## src/hw/srm_pkg.sv

```systemverilog
// Purpose: Shared constants and carrier types for the supply and resonance
//          monitor.
// Assumes: 50 MHz core clock.
// Notes: Register offsets are byte addresses on the register port.
package srm_pkg;
  localparam logic [7:0] SUPPLY_VOLTAGE_READING_ADDR = 8'h21;
  localparam logic [7:0] RESONANCE_PERIOD_READING_ADDR = 8'h22;
  localparam logic [7:0] SUPPLY_VOLTAGE_READING_RST = 8'h00;
  localparam logic [7:0] RESONANCE_PERIOD_READING_RST = 8'h00;
  // Code scale: volts = code * 5.6 / 255
  localparam int VDD_FULL_MV = 5600;
  localparam int VDD_CODE_MAX = 255;
  // Period code LSB in nanoseconds (98.46 us)
  localparam int PERIOD_LSB_NS = 98460;
  localparam int CLK_PERIOD_NS = 20;
  localparam int PERIOD_LSB_CYC = PERIOD_LSB_NS / CLK_PERIOD_NS;
  localparam int CYC_W = 13;
  localparam int NUM_READINGS = 2;
  localparam logic [0:0] IDX_SUPPLY = 1'h0;
  localparam logic [0:0] IDX_PERIOD = 1'h1;

  typedef struct packed {
    logic wr_en;
    logic rd_en;
    logic [7:0] addr;
    logic [7:0] wdata;
  } srm_reg_req_t;

  typedef struct packed {
    logic drive_pos;
    logic drive_neg;
  } srm_drive_t;
endpackage

```

## src/hw/srm_mem.sv

```systemverilog
// Purpose: Two-entry storage for the measurement readings.
// Assumes: One write port, one registered read port.
// Notes: Read data comes from a register.
`timescale 1ns/1ns
module srm_mem #(
  parameter int DEPTH = 2,
  parameter int WIDTH = 8
) (
  input wire logic core_clk,
  input wire logic sys_rst,
  input wire logic clk_en,
  input wire logic wr_en,
  input wire logic [$clog2(DEPTH)-1:0] wr_idx,
  input wire logic [WIDTH-1:0] wr_data,
  input wire logic [$clog2(DEPTH)-1:0] rd_idx,
  output logic [WIDTH-1:0] rd_data
);
  logic [WIDTH-1:0] mem [DEPTH];

  always_ff @(posedge core_clk)
  begin
    if (sys_rst)
    begin
      for (int i = 0; i < DEPTH; i++)
        mem[i] <= '0;
      rd_data <= '0;
    end
    else if (clk_en)
    begin
      if (wr_en)
        mem[wr_idx] <= wr_data;
      rd_data <= mem[rd_idx];
    end
  end
endmodule

```

## src/hw/srm_top.sv

```systemverilog
// Purpose: Supply and resonance measurement with register readback.
// Assumes: Supply code comes from an on-chip converter on this clock;
//          back-EMF comparator arrives asynchronously.
// Notes: Register writes store a value until the next measurement; a write in a cycle where any measurement lands is dropped.
`timescale 1ns/1ns
module srm_top #(
  parameter int CNT_W = 24
) (
  input wire logic core_clk,
  input wire logic sys_rst,
  input wire logic clk_en,
  input wire srm_pkg::srm_reg_req_t reg_req,
  output logic [7:0] reg_rdata,
  output logic reg_rvalid,
  input wire logic drive_active,
  input wire logic drive_polarity,
  input wire logic [7:0] supply_sample,
  input wire logic supply_sample_valid,
  input wire logic level_cal_busy,
  input wire logic bemf_sign,
  output logic drive_pos,
  output logic drive_neg,
  output logic resonance_locked,
  output logic [CNT_W-1:0] half_period_cycles
);
  typedef enum logic [2:0] {
    ST_IDLE = 3'b001,
    ST_SEEK = 3'b010,
    ST_TRACK = 3'b100
  } srm_state_t;

  typedef struct packed {
    srm_state_t st;
    logic [1:0] bemf_sync;
    logic bemf_prev;
    logic [CNT_W-1:0] half_cnt;
    logic [CNT_W-1:0] half_est;
    logic [CNT_W-1:0] full_acc;
    logic half_phase;
    logic locked;
    logic rd_pend;
    logic [7:0] rdata;
    logic rvalid;
    srm_pkg::srm_drive_t drv;
  } srm_regs_t;

  srm_regs_t r;
  srm_regs_t next_r;

  logic mem_wr;
  logic [0:0] mem_widx;
  logic [7:0] mem_wdata;
  logic [0:0] mem_ridx;
  logic [7:0] mem_rdata;
  logic bemf_edge;
  logic [CNT_W-1:0] full_period;
  logic [7:0] period_code;

  function automatic logic [0:0] addr_idx(input logic [7:0] a);
    addr_idx = (a == srm_pkg::RESONANCE_PERIOD_READING_ADDR) ?
      srm_pkg::IDX_PERIOD : srm_pkg::IDX_SUPPLY;
  endfunction

  function automatic logic addr_hit(input logic [7:0] a);
    addr_hit = (a == srm_pkg::SUPPLY_VOLTAGE_READING_ADDR) ||
      (a == srm_pkg::RESONANCE_PERIOD_READING_ADDR);
  endfunction

  assign bemf_edge = r.bemf_sync[1] ^ r.bemf_prev;
  assign full_period = r.full_acc + r.half_cnt;
  // Saturating conversion to 98.46 us steps
  always_comb
  begin
    logic [CNT_W-1:0] q;
    q = full_period / CNT_W'(srm_pkg::PERIOD_LSB_CYC);
    period_code = (q > CNT_W'(255)) ? 8'hff : q[7:0];
  end

  srm_mem #(
    .DEPTH(srm_pkg::NUM_READINGS),
    .WIDTH(8)
  ) srm_mem_inst (
    .core_clk(core_clk),
    .sys_rst(sys_rst),
    .clk_en(clk_en),
    .wr_en(mem_wr),
    .wr_idx(mem_widx),
    .wr_data(mem_wdata),
    .rd_idx(mem_ridx),
    .rd_data(mem_rdata)
  );

  always_comb
  begin
    next_r = r;
    mem_wr = 1'b0;
    mem_widx = srm_pkg::IDX_SUPPLY;
    mem_wdata = 8'h00;
    mem_ridx = addr_idx(reg_req.addr);
    next_r.bemf_sync = {r.bemf_sync[0], bemf_sign};
    next_r.bemf_prev = r.bemf_sync[1];
    // Read answer one cycle after memory read
    next_r.rd_pend = reg_req.rd_en;
    next_r.rvalid = r.rd_pend;
    if (r.rd_pend)
      next_r.rdata = mem_rdata;
    // Differential stage: polarity picks the sourcing leg
    next_r.drv.drive_pos = drive_active && drive_polarity;
    next_r.drv.drive_neg = drive_active && !drive_polarity;
    // Level calibration has no path into tracking
    unique case (r.st)
      ST_IDLE:
      begin
        next_r.half_cnt = '0;
        next_r.full_acc = '0;
        next_r.half_phase = 1'b0;
        next_r.locked = 1'b0;
        if (drive_active)
          next_r.st = ST_SEEK;
      end
      ST_SEEK, ST_TRACK:
      begin
        if (r.half_cnt != '1)
          next_r.half_cnt = r.half_cnt + CNT_W'(1);
        if (!drive_active)
          next_r.st = ST_IDLE;
        else if (bemf_edge)
        begin
          // Edge cycle already belongs to the new half
          next_r.half_cnt = CNT_W'(1);
          if (r.st == ST_SEEK)
          begin
            // First crossing: half-cycle estimate, lock
            next_r.half_est = r.half_cnt;
            next_r.locked = 1'b1;
            // Full cycle pairing starts at the next crossing
            next_r.half_phase = 1'b0;
            next_r.full_acc = r.half_cnt;
            next_r.st = ST_TRACK;
          end
          else
          begin
            next_r.half_est = r.half_cnt;
            next_r.half_phase = !r.half_phase;
            if (r.half_phase)
            begin
              // Full drive cycle closed: refresh period
              mem_wr = 1'b1;
              mem_widx = srm_pkg::IDX_PERIOD;
              mem_wdata = period_code;
            end
            else
              next_r.full_acc = r.half_cnt;
          end
        end
      end
    endcase
    // Supply sample takes the write port while drive_active when no period update is due
    if (drive_active && supply_sample_valid && !mem_wr)
    begin
      mem_wr = 1'b1;
      mem_widx = srm_pkg::IDX_SUPPLY;
      mem_wdata = supply_sample;
    end
    // Software writes store only when no measurement lands
    if (reg_req.wr_en && addr_hit(reg_req.addr) && !mem_wr)
    begin
      mem_wr = 1'b1;
      mem_widx = addr_idx(reg_req.addr);
      mem_wdata = reg_req.wdata;
    end
  end

  always_ff @(posedge core_clk)
  begin
    if (sys_rst)
    begin
      r <= '0;
      r.st <= ST_IDLE;
    end
    else if (clk_en)
      r <= next_r;
  end

  assign reg_rdata = r.rdata;
  assign reg_rvalid = r.rvalid;
  assign drive_pos = r.drv.drive_pos;
  assign drive_neg = r.drv.drive_neg;
  assign resonance_locked = r.locked;
  assign half_period_cycles = r.half_est;
endmodule

```

## config.mk

```make
export PLATFORM = sky130hd
export DESIGN_NAME = srm_top
export DESIGN_NICKNAME = d
export VERILOG_FILES = /design/src/hw/srm_pkg.sv /design/src/hw/srm_mem.sv /design/src/hw/srm_top.sv
export SDC_FILE = /design/constraint.sdc
export NUM_CORES = 1
export LEC_CHECK = 0
export ABC_AREA = 1
export BUFFER_PORTS_ARGS = -buffer_cell sky130_fd_sc_hd__buf_2
export CAP_MARGIN = 5
export CORE_ASPECT_RATIO = 1.4
export CORE_MARGIN = 2
export CORE_UTILIZATION = 45
export DETAILED_ROUTE_END_ITERATION = 16
export SKIP_CTS_REPAIR_TIMING = 1
export SLEW_MARGIN = 20
export SYNTH_ARGS = -nofsm -noshare
export SYNTH_HDL_FRONTEND = slang
export SYNTH_SLANG_ARGS = --single-unit
export TNS_END_PERCENT = 1
```

## constraint.sdc

```tcl
create_clock -name core_clk -period 27 [get_ports core_clk]
set_input_delay 1.35 -clock core_clk [delete_from_list [all_inputs] [get_ports core_clk]]
set_output_delay 1.35 -clock core_clk [all_outputs]
set_load 0.05 [all_outputs]
```

Yosys cells after proc, flatten, opt, wreduce, memory -nomap -nowiden
Memory sizes are Yosys's and may differ from the RTL's. A register that Yosys moved wholly into a read port is not among the register bits.
Index checks and enable logic that the tools add are counted.

cells by class
  add/sub/neg operators = 2
  div/mod/pow operators = 1
  $lt $le $gt $ge = 1
  eq/ne operators = 13
  multiplexer cells = 40
  bitwise operators = 1
  reductions and logical operators = 19

operators with widths
  kind                                                                              number
  74-bit 2-to-1 mux                                                                 2
  8-bit 2-to-1 mux                                                                  9
  26-bit case mux with 2 select lines                                               1
  24-bit 2-to-1 mux                                                                 2
  24-bit case mux with 2 select lines                                               1
  25-bit 2-to-1 mux                                                                 1
  24-bit by 1-bit adder with 24-bit output, second input constant                   1
  24-bit adder                                                                      1
  24-bit by 13-bit divider with 24-bit output, second input constant                1
  24-bit by 8-bit greater-than comparator with 1-bit output, second input constant  1
  24-bit != test, second input constant                                             1
  1-bit 2-to-1 mux                                                                  19
  8-bit by 6-bit == test with 1-bit output, second input constant                   2
  4-bit AND reduction                                                               4
  3-bit 2-to-1 mux                                                                  4
  3-bit != test, second input constant                                              3
  2-bit != test, second input constant                                              4
  8-bit OR reduction                                                                1
  1-bit logical AND                                                                 6
  3-bit case mux with 2 select lines                                                1
  1-bit logical NOT                                                                 4
  3-bit by 1-bit == test with 1-bit output, second input constant                   1
  3-bit by 2-bit == test with 1-bit output, second input constant                   1
  3-bit == test, second input constant                                              1
  5 further kinds                                                                   5

storage, ports and cells
  register bits after elaboration = 92
  memory bits (writable) = 16
  output and inout bits = 36
  logic and storage cells = 91
  memories kept = 1

memory list
  name              depth  bits a word  read ports  clocked after Yosys merged registers in  wr ports  RTL line       source
  srm_mem_inst.mem  2      8            1           1                                        2         srm_mem.sv:18  logic [WIDTH-1:0] mem [DEPTH];

Depth between registers and ports, before layout
Gate-level depths: netlist of the first run.

  word-level depth = 17
  depth in mapped cells = 118
  depth with buffers taken out = 112

Modules after synthesis
From an unflattened synthesis of the first run, not the netlist that was laid out.

second synthesis, totals
  cell total of the unflattened synthesis = 2236
  area total of the unflattened synthesis = 12811.0 sq um

modules (own cells, without submodules)
  module   times used  cells each  area each (sq um)
  srm_top  1           2121        11745.0
  srm_mem  1           115         1066.0

Worst setup path before layout of the first run
Ideal clock, no wire load.

  kind = register to register
  from = register r[62] (netlist bit)
  to = memory srm_mem_inst.mem[0][0], data pin
  library setup time = 0.257 ns
  data arrival time = 10.535 ns
  setup slack = 16.208 ns
  cell stages (with the launch flop) = 109
  path through = dfxtp_1 -> ha_1 -> inv_1 -> fa_1 -> inv_1 -> nand3_1 -> nand2_2 -> nand2_1 -> nand2_2 -> nand2_2 -> nand3_1 -> nand2_2 -> nand2_2 -> nand2_4 -> nand2_4 -> nand2_4 -> nand2_4 -> nand2_8 -> [... 73 more ...] -> nor2_1 -> nand2_1 -> nand2_1 -> nand2_1 -> nand3_2 -> buf_6 -> nand2_1 -> nand2_1 -> nor2_1 -> nand2_1 -> nand2_1 -> nand2_1 -> nand2_1 -> nand2_1 -> nand2_1 -> nand2_1 -> nand2_1 -> nor2_1

RTL lines
  element                 RTL line        source
  from (decl)             srm_top.sv:47   srm_regs_t r;
  from (signal assigned)  srm_top.sv:182  r <= next_r;
  to (decl)               srm_mem.sv:18

==> run metrics, run 1 <==
DRC Markers=0; CTS tree=done; Setup-failing EPs final=0; DR vias/cell=5.093; clk_lat worst skew=470 ps; largest family of logic cells by synthesized area=simple AND/OR/NAND/NOR gates; remaining antenna violation count=0; most frequent cells in the layout=524 x nand2_1, 223 x inv_1, 213 x nand3_1; Max Clk Rate=71.26 MHz; WP buf/inv=8; Slew Viols, Final=0; Core Area=29,070 µm²; Post-Syn Area=13,280 µm²; Fin. Hold Viols=0; Cells after Synth=2,070; number of global-route vias before repair=12,160; total track usage=20.60%; Sw Share=22.52%; Starting Density=45.68%; Clock power frac=53.9%; Die Area=30,920 µm²; Avg Cell Area, Syn=6.416 µm²; Max Root-Sink Buffers=3; Peak VDD IR=54.79 µV; worst r2r path cells=104; placed cell count=2,444; largest net degree at the start of global routing=53; post-synthesis xor/xnor area fraction=2.826%; combinational share of power=6.3%; dpl hpwl=24,880 µm; Reg2Reg Setup Slack=12,970 ps; net count after synthesis=2,130; fin nets=2,151; most common cell after layout, fill and taps aside=nand2_1; Critical Path Fanout Max=18; crit end category=flop; Tot Pwr=0.4557 mW; Worst Min Path Start=reg_rvalid$_SDFFE_PP0P_; final setup TNS=0 ps; Worst Path Required=27,320 ps; Worst Hold Path EP=reg_rvalid$_SDFFE_PP0P_; input/output buffers=68; Synth Register Bits=116; reg-to-reg startpoint=r[62]$_SDFFE_PP0P_; hold slack final=459.3 ps; CP startpoint=r[62]$_SDFFE_PP0P_; power per standard cell area=32.12 nW/µm²; # Max-Cap Violations=0; crit start category=flop; Inserted Clock Buffers=25; worst-margin pin slew=816.1 ps; Post-synth EDFFs=16; drt pass-1 iters=4; Worst path max stage delay=560 ps; Crit path depth=104; post-synthesis mux area share=0%; number of library cell types mapped by synthesis=62; period utilization=51.98%; GP Congestion=0.8526; H-tree levels=4; Power Internal=0.3531 mW; worst hold stages=2; Worst EP arrival=14,360 ps; ys async rst share=0%; share of power burned in registers=39.8%; first-pass GRT wire length=54,590 µm; die height=207.3 µm; clock slew at reported path FFs=60 ps; non-filler cells, final=2,475; initial antenna violation count=2; Slew HR=45.59%; WL/cell=12.58 µm; number of cell rows=74; Vias=12,610; CP dominant cell by count=nand2_1; CTS root buf=clkbuf_16; DRT iter0 DRCs=361; Top FF cell, synth=dfxtp_1; area delta synth->final=6.849%; Fin Clk Skew=19.00 ps; Critical Path Slowest Stage Cell=a21oi_2; Layout Utilization=48.81%; share of post-route cells with drive strength above 1=23.25%; Leak=7.159 nW; Post-Synth Adder-Cell Area=2.506%; worst setup path class=flop to flop; Die X=149.2 µm; Min Clock Period, post-route=14,030 ps; RSZ-0062 raised after global routing=no; GR Overflow Total=0; Reg2Reg Capture Point=srm_mem_inst.mem[1][0]$_SDFFCE_PN0P_; Top delay family on crit path=simple AND/OR/NAND/NOR gates; compound-gate portion of the synthesized area=10.62%; # IOs=70; CTS sink cnt=116; total net switching power=0.1026 mW; Hold Crit Class=flop to flop; outcome=finished, final reports clean; DRT Wirelength=31,130 µm; sequential area share after synthesis=18.69%; post-synthesis simple-gate area fraction=53.02%; YS warnings=0; antenna diode count=0
[synthesized netlist by cell type (all sizes together), types with 25 or more instances]
master / number / share of area (%)
o21ai: 96 / 3.9
nor3: 26 / 1.1
nand4: 45 / 2.2
buf: 54 / 3.9
nand2: 752 / 29
clkbuf: 27 / 0.76
a21oi: 117 / 4.6
nand3: 262 / 12
dfxtp: 100 / 15
nor2: 189 / 7.3
inv: 254 / 7.3
xor2: 32 / 2.1
ha: 25 / 2.4
[flip-flops by register name, summed over array words and instances, names as in the netlist]
name,cells
reg_rdata,8
reg_rvalid,1
next_r,3
resonance_locked,1
srm_mem_inst.mem,16
drive_neg,1
r,53
drive_pos,1
srm_mem_inst.rd_data,8
half_period_cycles,24
[power by group through the flow]
stage,registers (mW),logic [mW],clock network (mW)
final,0.181,0.0287,0.246
after global routing,0.182,0.0321,0.258
after CTS,0.181,0.0290,0.251
after detailed placement,0.185,0.0289,0
after global placement,0.184,0.0287,0
after floorplan,0.185,0.0208,0
[kinds of logic (layout without fill, tap and decap cells)]
group	after synthesis	in the layout
DFF	116	116
buffers and inverters	343	368
and+or+nand+nor	1295	1295
adders and majority gates	26	26
xor gates and xnor gates	42	42
AOI/OAI and AO/OA	248	248
[area by class of cell]
cell class              count  area, µm²
clock buffers              28      646.9
clock inverters             3      13.76
fillers                  3072      14880
inverters                 262       1017
multi-input cells        1611       9163
flip-flops and latches    116       2482
well taps                 380      475.5
repair buffers             75      392.9
[layer usage]
metal	global-route usage, %	up-vias	routed length (µm)
li1	-	6686	-
met1	23.67	5687	13320
met2	38.93	175	16230
met3	2.088	55	751
met4	7.126	2	826
met5	0	-	9
[how the worst max path moves through the flow]
stage,end,slack (ps)
floorplan,srm_mem_inst.mem[0][0]$_SDFFCE_PN0P_,16210
finish,srm_mem_inst.mem[1][0]$_SDFFCE_PN0P_,12970
CTS,srm_mem_inst.mem[1][0]$_SDFFCE_PN0P_,12860
global route,srm_mem_inst.mem[1][0]$_SDFFCE_PN0P_,11340
global placement,srm_mem_inst.mem[0][0]$_SDFFCE_PN0P_,13020
detailed placement,srm_mem_inst.mem[0][0]$_SDFFCE_PN0P_,12940
[per-stage QoR]
| step | worst slack [ps] | area, µm² |
|---|---|---|
| 3_3_place_gp | 13020 | 13530 |
| 6_report | 12970 | 14190 |
| 2_1_floorplan | 16210 | 13280 |
| 5_1_grt | 11340 | 14190 |
| 3_5_place_dp | 12940 | 13530 |
| 4_1_cts | 12860 | 14190 |
[tightest hold or removal path, cell delays in order (launching register included)]
cell and delay, ps:
dfxtp_1 300, nand2_1 60, a21oi_1 50
Power figures use the tool's default switching activity.
==> run 2, diff against run 1 <==
clock period = 11.78 ns   (was 27 ns; I/O delays follow)
==> run 2 against run 1 <==
Worst hold slack worse by 100 ps. Wire length is 6.8% higher. Global-route usage is 0.28 points higher. Critical path depth is 5 lower. Clock power is 140% higher. Register-to-register slack worse by 13000 ps. Power is 130% higher. Flip-flop and latch count stayed put. Die area stayed put. Combinational power is 130% higher.
==> run metrics, run 2 (synthesis results as in run 1) <==
CTS sink cnt=116; register area=2482 µm²; DR vias/cell=5.069; Die Area=30,920 µm²; remaining antenna violation count=0; reg-to-reg startpoint=r[62]$_SDFFE_PP0P_; worst hold stages=3; WL/cell=12.79 µm; WP buf/inv=16; Max Clk Rate=86.24 MHz; Fin. Hold Viols=0; Vias=13,170; worst r2r path cells=99; outcome=finished, final reports clean; initial antenna violation count=1; crit end category=flop; most common cell after layout, fill and taps aside=nand2_1; DRT iter0 DRCs=404; number of cell rows=74; Leak=7.859 nW; Worst Min Path Start=bemf_sign; Worst Path Required=11,980 ps; Reg2Reg Capture Point=srm_mem_inst.mem[1][0]$_SDFFCE_PN0P_; Critical Path Fanout Max=9; Slew Viols, Final=0; Setup-failing EPs final=0; CTS tree=done; H-tree levels=4; Hold Crit Class=input port to flop; die height=207.3 µm; Area after DPL=14,100 µm²; largest net degree at the start of global routing=54; share of post-route cells with drive strength above 1=29.23%; # fillers=2,938; multi-input logic area=9595 µm²; Peak VDD IR=170.5 µV; RSZ-0062 raised after global routing=yes; Die X=149.2 µm; cell area after layout=15,580 µm²; final setup TNS=0 ps; drt pass-1 iters=5; Worst path max stage delay=360 ps; Reg2Reg Setup Slack=180 ps; GP Congestion=0.8804; number of global-route vias before repair=12,360; DRT Wirelength=33,230 µm; Core Area=29,070 µm²; area delta synth->final=17.28%; Critical Path Slowest Stage Cell=fa_2; Worst Hold Path EP=next_r[88]$_SDFFE_PP0P_; clock slew at reported path FFs=50 ps; worst setup path class=flop to flop; # Max-Cap Violations=0; # IOs=70; worst-margin pin slew=876.0 ps; period utilization=98.44%; GR Overflow Total=0; DRC Markers=0; Inserted Clock Buffers=25; CP dominant cell by count=nand2_4; total track usage=20.88%; Layout Utilization=53.58%; dpl hpwl=25,710 µm; Worst EP arrival=11,800 ps; input/output buffers=68; number of flip-flops under the largest register name=53; Top delay family on crit path=simple AND/OR/NAND/NOR gates; clk_lat worst skew=470 ps; fin nets=2,272; largest reg by FF count=r; Starting Density=45.68%; Max Root-Sink Buffers=3; Fin Clk Skew=14.73 ps; first-pass GRT wire length=55,370 µm; power per standard cell area=68.16 nW/µm²; CTS root buf=clkbuf_16; Min Clock Period, post-route=11,600 ps; crit start category=flop; Slew HR=41.15%; most frequent cells in the layout=513 x nand2_1, 219 x inv_1, 206 x nand3_1
[run 2: cell types whose count changed in the layout (fill, tap and decap cells not counted), moves of 5 or more]
cell | before | now
nand3_4 | 6 | 11
buf_4 | 7 | 110
nand2_4 | 73 | 79
nor2_4 | 17 | 27
nand3_1 | 213 | 206
nand2_8 | 9 | 17
nand2_1 | 524 | 513
nor2_1 | 146 | 136
nand2_2 | 146 | 151
[run 2: worst max path at each step]
| stage | startpoint | end | cells after the start |
|---|---|---|---|
| 6_report | r[62]$_SDFFE_PP0P_ | srm_mem_inst.mem[1][0]$_SDFFCE_PN0P_ | 99 |
| 2_1_floorplan | r[62]$_SDFFE_PP0P_ | srm_mem_inst.mem[1][0]$_SDFFCE_PN0P_ | 108 |
| 4_1_cts | r[62]$_SDFFE_PP0P_ | srm_mem_inst.mem[1][0]$_SDFFCE_PN0P_ | 101 |
| 5_1_grt | r[62]$_SDFFE_PP0P_ | srm_mem_inst.mem[1][0]$_SDFFCE_PN0P_ | 108 |
| 3_5_place_dp | r[62]$_SDFFE_PP0P_ | srm_mem_inst.mem[0][0]$_SDFFCE_PN0P_ | 102 |
| 3_3_place_gp | r[14]$_SDFFE_PP0P_ | srm_mem_inst.mem[0][0]$_SDFFCE_PN0P_ | 101 |
[run 2: worst register-to-register path: cells and delay by family, from the launching register on]
family | cells | cell delay (ps)
fa+ha+maj | 3 | 740
flops | 1 | 330
buf+inv | 16 | 2080
simple gates | 79 | 8060
xor+xnor | 1 | 150
[run 2: metal layers]
layer / share of wire, % / routed length (µm) / vias to the layer above / global-route usage [%]
met5: 0.030 / 10 / - / 0
met4: 2.9 / 970 / 2 / 7.061
met1: 42 / 13980 / 5919 / 23.89
li1: - / - / 6960 / -
met3: 2.4 / 789 / 71 / 2.066
met2: 53 / 17490 / 218 / 39.69
[run 2: layout make-up]
type,count,area share [%]
antenna,1,0.01607
clock buffer,32,4.378
inverter,262,6.635
multi-input combinational,1621,61.60
sequential,116,15.94
tap,380,3.052
timing repair buffer,186,8.378
[run 2: power by group]
| group | leakage [nW] | internal (mW) | switching [mW] |
|---|---|---|---|
| Sequential | 0.979 | 0.411 | 0.00430 |
| Clock | 0.334 | 0.395 | 0.185 |
| Combinational | 6.55 | 0.0189 | 0.0473 |
[run 2: per-stage QoR]
| stage | total power [mW] | worst slack (ps) | std cells | hold WS, ps |
|---|---|---|---|---|
| floorplan | 0.4710 | 988.2 | 2070 | 439.8 |
| detailed placement | 0.4887 | -365.3 | 2517 | 454.1 |
| finish | 1.062 | 184.2 | 2598 | 355.6 |
| global placement | 0.4879 | -222.4 | 2517 | 452.9 |
| global route | 1.097 | -767.2 | 2597 | 371.1 |
| CTS | 1.074 | -409.9 | 2549 | 340.0 |
